[src/verilog/coc_defines.svh]
// Constants for the charge option register bank and its watchdog
// ************************************************************
// Overview of operation
// - Option register at command 12h, sixteen read/write bits, reset value E70Eh.
// - Low power bit with battery only: regulator off, hot, monitors, comparator, ADC off.
// - In low power, hot-profile enable bit still runs comparator and its hot profile.
// - Low power bit clear with battery only: blocks follow their own settings.
// - Watchdog select bits 14-13: off, 5 s, 88 s, 175 s; reset 11.
// - No charge current, voltage or option (12h) write within period forces charge current zero.
// - After expiry, writes to current, voltage or watchdog select restart timer.
// - With bit 12 set, battery_present_n falling clears bit 1; else untouched.
// - Bit 11 set drives adapter_good high during reverse boost mode.
// - Bit 10 set clamps light-load burst frequency above 25 kHz, both directions.
// - Bit 9 selects switching frequency: 0 is 1200 kHz, 1 is 800 kHz.
// - Bit 8 clear enables strong high-side turn-on drive; set disables it.
// - Bit 1 enables input-current regulation; the device may clear it.
// ************************************************************
`ifndef COC_DEFINES_SVH
`define COC_DEFINES_SVH

// ************************************************************
// Command addresses and reset value
// ************************************************************
`define COC_CMD_OPTION 8'h12
`define COC_CMD_CHG_CURRENT 8'h14
`define COC_CMD_CHG_VOLTAGE 8'h15
`define COC_OPTION_RESET 16'he70e

// ************************************************************
// Field positions
// ************************************************************
`define COC_BIT_LOW_POWER 15
`define COC_BIT_WDT_HI 14
`define COC_BIT_WDT_LO 13
`define COC_BIT_AUTO_OFF 12
`define COC_BIT_REV_AGOOD 11
`define COC_BIT_AUDIO 10
`define COC_BIT_FREQ 9
`define COC_BIT_STRONG_OFF 8
`define COC_BIT_LIMIT_EN 1

// ************************************************************
// Timing
// ************************************************************
`define COC_CLK_PERIOD_NS 4
`define COC_MS_NS 1000000
`define COC_MS_CYCLES (`COC_MS_NS / `COC_CLK_PERIOD_NS)
`define COC_WDT_P1_SEC 5
`define COC_WDT_P2_SEC 88
`define COC_WDT_P3_SEC 175
`define COC_MS_PER_SEC 1000

`endif

[src/verilog/coc_pkg.sv]
// Types for the charge option register bank
package coc_pkg;

    typedef enum logic [1:0]
    {
        COC_WDT_OFF = 2'b00,
        COC_WDT_SHORT = 2'b01,
        COC_WDT_MID = 2'b10,
        COC_WDT_LONG = 2'b11
    } coc_wdt_sel_t;

    typedef struct packed
    {
        logic [17:0] pre_cnt;
        logic [17:0] ms_cnt;
        logic expired;
        logic expire_pulse;
    } coc_wdt_state_t;

    typedef struct packed
    {
        logic regulator_on;
        logic hot_logic_en;
        logic monitor_buf_en;
        logic comparator_en;
        logic adc_avail;
        logic limit_loop_en;
        logic adapter_good;
        logic audio_clamp;
        logic freq_800k;
        logic strong_drive_en;
    } coc_ctrl_t;

    typedef struct packed
    {
        logic [15:0] option;
        logic bp_meta;
        logic bp_sync;
        logic bp_prev;
        logic bo_meta;
        logic bo_sync;
        logic [15:0] rd_data;
        logic rd_valid;
        logic chg_clear;
        logic wdt_expired;
        coc_ctrl_t ctrl;
    } coc_state_t;

endpackage

[src/verilog/coc_option_reg.sv]
// Charge option register bank with low-power, watchdog and auto-disable logic
`timescale 1ns/1ns
`include "coc_defines.svh"
module coc_option_reg
#(
    parameter logic [17:0] MS_CYCLES = 18'(`COC_MS_CYCLES)
)
(
    // Clock and reset
    input wire logic i_clk,
    input wire logic i_rst_n,
    // Command port from the serial target front end
    input wire logic i_wr_en,
    input wire logic i_rd_en,
    input wire logic [7:0] i_cmd,
    input wire logic [15:0] i_wr_data,
    output logic [15:0] o_rd_data,
    output logic o_rd_valid,
    // Pins, asynchronous to i_clk
    input wire logic i_battery_present_n,
    input wire logic i_battery_only,
    // Status and settings from neighbouring logic
    input wire logic i_reverse_boost_mode,
    input wire logic i_adapter_good_raw,
    input wire logic i_low_power_hot_profile_enable,
    input wire logic i_hot_cfg_en,
    input wire logic i_monitor_cfg_en,
    input wire logic i_comparator_cfg_en,
    // Option register contents
    output logic [15:0] o_option,
    // Controls towards the converter
    output coc_pkg::coc_ctrl_t o_ctrl,
    output logic o_charge_current_clear,
    output logic o_watchdog_expired
);

    coc_pkg::coc_state_t state_reg;
    coc_pkg::coc_state_t state_next;
    logic wdt_restart;
    logic wdt_expire;
    logic wdt_expired;
    logic low_power_active;
    logic bp_fall;
    logic [15:0] opt_after_wr;

    function automatic logic cmd_hit(input logic [7:0] cmd, input logic [7:0] addr);
        cmd_hit = (cmd == addr);
    endfunction

    // ************************************************************
    // Watchdog
    // ************************************************************
    // Writing 12h always rewrites the watchdog select field, so it restarts too
    assign wdt_restart = i_wr_en && (cmd_hit(i_cmd, `COC_CMD_CHG_CURRENT)
        || cmd_hit(i_cmd, `COC_CMD_CHG_VOLTAGE) || cmd_hit(i_cmd, `COC_CMD_OPTION));

    coc_watchdog #(
        .MS_CYCLES(MS_CYCLES)
    ) u_watchdog (
        .i_clk(i_clk),
        .i_rst_n(i_rst_n),
        .i_restart(wdt_restart),
        .i_period(coc_pkg::coc_wdt_sel_t'(state_reg.option[`COC_BIT_WDT_HI:`COC_BIT_WDT_LO])),
        .o_expire(wdt_expire),
        .o_expired(wdt_expired)
    );

    // ************************************************************
    // Next state
    // ************************************************************
    // Low power applies only with the battery as sole source
    assign low_power_active = state_reg.option[`COC_BIT_LOW_POWER] && state_reg.bo_sync;
    assign bp_fall = state_reg.bp_prev && !state_reg.bp_sync;

    always_comb
    begin
        state_next = state_reg;
        // Two-stage synchronisers for the pins
        state_next.bp_meta = i_battery_present_n;
        state_next.bp_sync = state_reg.bp_meta;
        state_next.bp_prev = state_reg.bp_sync;
        state_next.bo_meta = i_battery_only;
        state_next.bo_sync = state_reg.bo_meta;

        opt_after_wr = state_reg.option;
        if (i_wr_en && cmd_hit(i_cmd, `COC_CMD_OPTION))
        begin
            opt_after_wr = i_wr_data;
        end
        // Hardware clear beats a same-cycle host write so the removal is not lost
        if (bp_fall && state_reg.option[`COC_BIT_AUTO_OFF])
        begin
            opt_after_wr[`COC_BIT_LIMIT_EN] = 1'b0;
        end
        state_next.option = opt_after_wr;

        state_next.rd_valid = i_rd_en;
        if (i_rd_en && cmd_hit(i_cmd, `COC_CMD_OPTION))
        begin
            state_next.rd_data = state_reg.option;
        end
        else
        begin
            // Other commands live in other banks; answer zero here
            state_next.rd_data = 16'h0000;
        end

        state_next.chg_clear = wdt_expire;
        state_next.wdt_expired = wdt_expired;

        state_next.ctrl.regulator_on = !low_power_active;
        state_next.ctrl.adc_avail = !low_power_active;
        if (low_power_active)
        begin
            state_next.ctrl.monitor_buf_en = 1'b0;
            state_next.ctrl.hot_logic_en = i_low_power_hot_profile_enable;
            state_next.ctrl.comparator_en = i_low_power_hot_profile_enable;
        end
        else
        begin
            state_next.ctrl.monitor_buf_en = i_monitor_cfg_en;
            state_next.ctrl.hot_logic_en = i_hot_cfg_en;
            state_next.ctrl.comparator_en = i_comparator_cfg_en;
        end
        state_next.ctrl.limit_loop_en = state_reg.option[`COC_BIT_LIMIT_EN];
        state_next.ctrl.adapter_good = i_adapter_good_raw
            || (state_reg.option[`COC_BIT_REV_AGOOD] && i_reverse_boost_mode);
        state_next.ctrl.audio_clamp = state_reg.option[`COC_BIT_AUDIO];
        state_next.ctrl.freq_800k = state_reg.option[`COC_BIT_FREQ];
        state_next.ctrl.strong_drive_en = !state_reg.option[`COC_BIT_STRONG_OFF];
    end

    // ************************************************************
    // State register
    // ************************************************************
    always_ff @(posedge i_clk or negedge i_rst_n)
    begin
        if (!i_rst_n)
        begin
            state_reg <= '0;
            state_reg.option <= `COC_OPTION_RESET;
        end
        else
        begin
            state_reg <= state_next;
        end
    end

    assign o_option = state_reg.option;
    assign o_rd_data = state_reg.rd_data;
    assign o_rd_valid = state_reg.rd_valid;
    assign o_ctrl = state_reg.ctrl;
    assign o_charge_current_clear = state_reg.chg_clear;
    assign o_watchdog_expired = state_reg.wdt_expired;
endmodule

[src/verilog/coc_watchdog.sv]
// Charge command watchdog timer with millisecond prescaler
`timescale 1ns/1ns
`include "coc_defines.svh"
module coc_watchdog
#(
    parameter logic [17:0] MS_CYCLES = 18'(`COC_MS_CYCLES)
)
(
    // Clock and reset
    input wire logic i_clk,
    input wire logic i_rst_n,
    // Control
    input wire logic i_restart,
    input wire coc_pkg::coc_wdt_sel_t i_period,
    // Status
    output logic o_expire,
    output logic o_expired
);

    coc_pkg::coc_wdt_state_t state_reg;
    coc_pkg::coc_wdt_state_t state_next;
    logic [17:0] limit_ms;

    // ************************************************************
    // Period decode
    // ************************************************************
    always_comb
    begin
        case (i_period)
            coc_pkg::COC_WDT_SHORT: limit_ms = 18'(`COC_WDT_P1_SEC * `COC_MS_PER_SEC);
            coc_pkg::COC_WDT_MID: limit_ms = 18'(`COC_WDT_P2_SEC * `COC_MS_PER_SEC);
            coc_pkg::COC_WDT_LONG: limit_ms = 18'(`COC_WDT_P3_SEC * `COC_MS_PER_SEC);
            default: limit_ms = 18'h00000;
        endcase
    end

    // ************************************************************
    // Counter
    // ************************************************************
    always_comb
    begin
        state_next = state_reg;
        state_next.expire_pulse = 1'b0;
        if (i_restart)
        begin
            // Any qualifying write starts a fresh full period
            state_next.pre_cnt = 18'h00000;
            state_next.ms_cnt = 18'h00000;
            state_next.expired = 1'b0;
        end
        else if (i_period == coc_pkg::COC_WDT_OFF || state_reg.expired)
        begin
            // Disabled or already fired: hold until restart
            state_next.pre_cnt = 18'h00000;
        end
        else if (state_reg.pre_cnt == MS_CYCLES - 18'h00001)
        begin
            state_next.pre_cnt = 18'h00000;
            if (state_reg.ms_cnt + 18'h00001 >= limit_ms)
            begin
                state_next.expired = 1'b1;
                state_next.expire_pulse = 1'b1;
            end
            else
            begin
                state_next.ms_cnt = state_reg.ms_cnt + 18'h00001;
            end
        end
        else
        begin
            state_next.pre_cnt = state_reg.pre_cnt + 18'h00001;
        end
    end

    always_ff @(posedge i_clk or negedge i_rst_n)
    begin
        if (!i_rst_n)
        begin
            state_reg <= '0;
        end
        else
        begin
            state_reg <= state_next;
        end
    end

    assign o_expire = state_reg.expire_pulse;
    assign o_expired = state_reg.expired;
endmodule
[config.mk]
export PLATFORM = sky130hd
export DESIGN_NAME = coc_option_reg
export DESIGN_NICKNAME = d
export VERILOG_FILES = /design/src/verilog/coc_pkg.sv /design/src/verilog/coc_option_reg.sv /design/src/verilog/coc_watchdog.sv
export VERILOG_INCLUDE_DIRS = /design/src /design/src/verilog
export SDC_FILE = /design/constraint.sdc
export NUM_CORES = 1
export LEC_CHECK = 0
export BUFFER_PORTS_ARGS = -buffer_cell sky130_fd_sc_hd__buf_2
export CAP_MARGIN = 30
export CORE_ASPECT_RATIO = 0.9
export CORE_MARGIN = 4
export CORE_UTILIZATION = 25
export CTS_BUF_LIST = sky130_fd_sc_hd__clkbuf_16
export DETAILED_ROUTE_END_ITERATION = 8
export SETUP_SLACK_MARGIN = 0.5
export SYNTH_ARGS = -nofsm -noshare
export SYNTH_HDL_FRONTEND = slang
export SYNTH_SLANG_ARGS = --single-unit
export TNS_END_PERCENT = 1
[constraint.sdc]
create_clock -name i_clk -period 10.67 [get_ports i_clk]
set_input_delay 0.5335 -clock i_clk [delete_from_list [all_inputs] [get_ports i_clk]]
set_output_delay 0.5335 -clock i_clk [all_outputs]
set_load 0.02 [all_outputs]
---- Word level (Yosys, flattened, before mapping) ----
Index checks and enable logic that the tools add are counted.
cells by class
  add/subtract/negate cells ............... 2
  magnitude comparators ................... 1
  equal/unequal tests ..................... 9
  mux-type cells .......................... 13
  reductions and logical operators ........ 20
operators with widths
  kind                   number
  $mux 18                3
  $pmux 18 s3            1
  $mux 20                2
  $mux 37                1
  $add 18x1->18 const B  2
  $eq 8x5->1 const B     3
  $eq 18x18->1 const B   1
  $ge 18x18->1           1
  $mux 16                1
  $logic_and 1x1->1      7
  $reduce_and 3->1       2
  $reduce_bool 2->1      3
  $eq 2x2->1 const B     2
  $logic_or 1x1->1       4
  $mux 2                 2
  $ne 2x1->1 const B     2
  $logic_not 1->1        3
  $mux 3                 1
  $eq 2x1->1 const B     1
  $logic_not 2->1        1
  $mux 1                 2
storage, ports and cells
  flip-flop bits (word level) ............. 87
  input bits .............................. 36

---- Logic depth before layout (Yosys ltp) ----
  word-level depth ........................ 7
  gate-level depth with buffers ........... 14
  mapped depth without buffers ............ 13

---- Cells and area by module ----
A second synthesis with hierarchy kept.
unflattened totals
  cell total of the unflattened synthesis .. 413
  area, all modules ....................... 4536.9 um^2
by module, submodules not included
  module          instances  cells each  area an instance (um^2)
  coc_watchdog    1          270         2508.7
  coc_option_reg  1          143         2028.2

---- Least setup slack after synthesis ----
Ideal clock, no wire load.
  kind .................................... reg-to-reg
  start point ............................. register u_watchdog.state_reg[8] (netlist bit)
  end point ............................... register u_watchdog.state_reg[17] (netlist bit)
  library setup time ...................... 66 ps
  arrival ................................. 3357 ps
  data required time ...................... 10604 ps
  slack ................................... 7248 ps
  cell stages (with the launch flop) ...... 14
  path buffers ............................ 1
  cells stage by stage .................... dfrtp_1 > and3_1 > and4_1 > nand4_1 > or3_1 > nand2_1 > ha_1 > and4_1 > a21oi_1 > o21ai_0 > or4_4 > buf_6 > or4b_1 > nand2_1
on the way
  word-level cells in the longest chain between the ends .. 5
  elaborated cells on any way between the ends .. 8
  those cells by class .................... add/sub: 1; order compare: 1; eq/ne: 1; mux: 4; reduce/logical: 1
ends and longest elaborated chain
  element                                                               line                                    text
  start, declared                                                       coc_watchdog.sv:20                      coc_pkg::coc_wdt_state_t state_reg;
  start signal, assigned                                                coc_watchdog.sv:83                      state_reg <= state_next;
  $add 18x1->18 (*)                                                     coc_watchdog.sv:59, coc_watchdog.sv:66
  parallel branches: the longest is 4 deep, another holds $ge 18x18->1  -
Every way passes the cells marked *. The select of a mux whose other input is x is not followed.
A chain may end at the register's enable or synchronous reset.

---- Worst setup path in the final report ----
  start point ............................. register u_watchdog.state_reg[8] (netlist bit)
  end point ............................... register u_watchdog.state_reg[16] (netlist bit)
Same word-level chain as after synthesis.

==> impl_metrics.toml <==
[worst_setup_path]
cp.required_ps = 10940
cp_max_fo = 7
cpMostUsedCell = "and4_1"
slowest_delay_ps = 870
crit_path_start_kind = "register"
critPathSlowestCell = "nor3b_1"
cp.arrival_ps = 4340
endpoint_kind = "register"
path_cells = "and3_1 -> and4_1 -> nand4_1 -> or3_1 -> nand2_1 -> ha_1 -> and4_1 -> a21oi_1 -> o21ai_0 -> nor4_1 -> nor3b_1 -> a22o_1"
critPathKind = "register to register"

[clocking]
h-tree-depth = 3
clock-root-buffer = "clkbuf_16"
clock-sinks = 87
clk_latency_ps = 340
cts_made_buffers = 9
clock_path_buffers = 2
cts_tree = "done"
clkTransAtPathRegs_ps = 70
cts_setup_buffers = 0

[die]
num_rows = 45
io_pins = 81
die_y_um = 133.7
initial_core_util_pct = 25.74
core-area_mm2 = 0.01706
die_area_mm2 = 0.01975
die_w_um = 147.7

[drt]
drtIter0Drc = 144
wl_per_cell_um = 12.92
dr.pass1.iters = 4
drt-total-wl_mm = 8.905
viasPerCell = 4.364
ant_nets = 0
drc = 0
num_vias = 3007

[sta]
fin_tns_setup_ps = 0
rsz0062_at_grt = "false"
worst_pin_slew_ps = 1013
maxSlewViolCount = 0
fmaxAchievable_mhz = 246.1
setup_viol = 0
fin_crit_sh_pct = 38.08
fin_skew_ps = 8.123
final_hold_viol_count = 0
slew-limit-headroom_pct = 32.29
min_period_ps = 4063

[yosys]
netlist_top_cells_area = "dfrtp_1 44%, buf_4 7.2%, ha_1 6.3%"
yosys_warnings = 0
synth-async-reset-ratio_pct = 100.0
syn_area_mm2 = 0.004390
avgSynthCellArea_um2 = 10.92
synth_cell_types = 44
synthFlopType = "dfrtp_1"
yosysMostFrequentCell = "dfrtp_1"
syn_inst = 402
synthesis.nets = 460
ys_ff_latch = 87
synthTopCellsByCount = "78 x dfrtp_1, 42 x buf_4, 29 x nand2_1"
ys_seq_area_share_pct = 49.84
synth_top_area_share_pct = 44.46
synth_edf_count = 0
synth_top_area_cell = "dfrtp_1"

[run]
cap_violations = 0

[layout]
final_nets = 507
largest_reg_flops = 36
postLayoutCoreUtil_pct = 29.70
n_antenna_cell = 0
area.growth.synth_to_final_pct = 15.42
layout-drive-gt1-share_pct = 27.31
fin_area_mm2 = 0.005067

[global_routing]
grtUsageTotal_pct = 9.028
grt_max_degree = 59
grt_pass1_wl_mm = 14.70
antenna_found_initial = 0
grt_pass1_vias = 2971
overflow = 0

[pwr]
leakage_nw = 2.429
power.density_mw_per_mm2 = 136.4
power_w = 0.0006911
ir_worst_vdd_mv = 0.05766

[place]
placed_cell_area_mm2 = 0.004785
dp_hpwl_mm = 6.581
place.gp.congestion = 0.8174
port_buffers = 80

[outcome]
outcome = "finished clean"

[hold_path]
min_path_type = "primary input to register"
## what timing repair did
| item | in CTS | in global routing |
|---|---|---|
| gates resized for setup | 0 | 0 |
| hold buffers | 1 | 0 |
| endpoints found under the hold margin | 6 | 0 |
## cells by family after synthesis
family / share of synthesized area, %
flip-flops: 49.84
adder cells (fa/ha/maj): 6.270
XOR/XNOR: 5.586
buffers and inverters: 8.977
multiplexers: 4.531
AND/OR/NAND/NOR: 18.47
AO/OA/AOI/OAI: 6.327
## metrics by stage
stage | instances | hold WS (ps) | setup slack [ps]
5_1_grt | 689 | 294.9 | 6273
3_3_place_gp | 671 | 337.2 | 6833
3_5_place_dp | 672 | 338.6 | 6735
6_report | 689 | 306.8 | 6607
4_1_cts | 689 | 290.3 | 6676
2_1_floorplan | 402 | 237.9 | 7248
## layout by cell type (no fill, tap or decap), types with 7 or more instances in the layout
cell,n
buf_2,79
dfrtp_1,78
nand2_1,29
nor2_1,25
and2_1,22
ha_1,22
nand3_1,18
xnor2_1,18
mux2_2,15
inv_1,14
and3_1,10
xor2_1,10
a21oi_1,10
clkbuf_16,9
dfstp_2,9
a21o_1,8
nand4_1,7
a22o_1,7
## where the power goes
| part | leakage (nW) | internal (W) | switching [W] |
|---|---|---|---|
| sequential | 1.13 | 0.000340 | 0.00000793 |
| combinational | 1.16 | 0.0000224 | 0.0000306 |
| clock | 0.134 | 0.000158 | 0.000132 |
| total | 2.43 | 0.000520 | 0.000171 |
## final timing paths
path | cells after the start | to | slack [ps] | startpoint
setup reg to reg | 12 | u_watchdog.state_reg[16] | 6610 | u_watchdog.state_reg[8]
hold reg to reg | 0 | state_next[31] | 350 | state_next[32]
max in group asynchronous | 4 | o_option[13] | 9230 | i_rst_n
min in group asynchronous | 2 | o_ctrl[7] | 540 | i_rst_n
hold / removal | 1 | state_next[29] | 310 | i_battery_only
setup / recovery | 12 | u_watchdog.state_reg[16] | 6610 | u_watchdog.state_reg[8]
## critical path, delay by kind of cell, from the launching register on
kind                       cells  cell delay, ps
adders and majority gates      1             250
DFF                            1             430
AOI/OAI and AO/OA              3             600
and+or+nand+nor                8            2710
## layer usage
metal  vias to the layer above  wire length (um)  track usage (%)
met1                      1473              4258            12.05
met3                        11               546            2.993
met2                        83              4013            13.89
met4                         0                87            2.847
li1                       1440                 -                -
met5                         -                 0                0
## layout make-up
type                    instances  area [um^2]
clock buffers                   9        225.2
clock inverters                 7        47.55
fillers                      1777        11990
inverters                      13        48.80
multi-input cells             254         1808
flip-flops and latches         87         2188
well taps                     235        294.0
repair buffers                 84        455.4
Power figures use the tool's default switching activity.
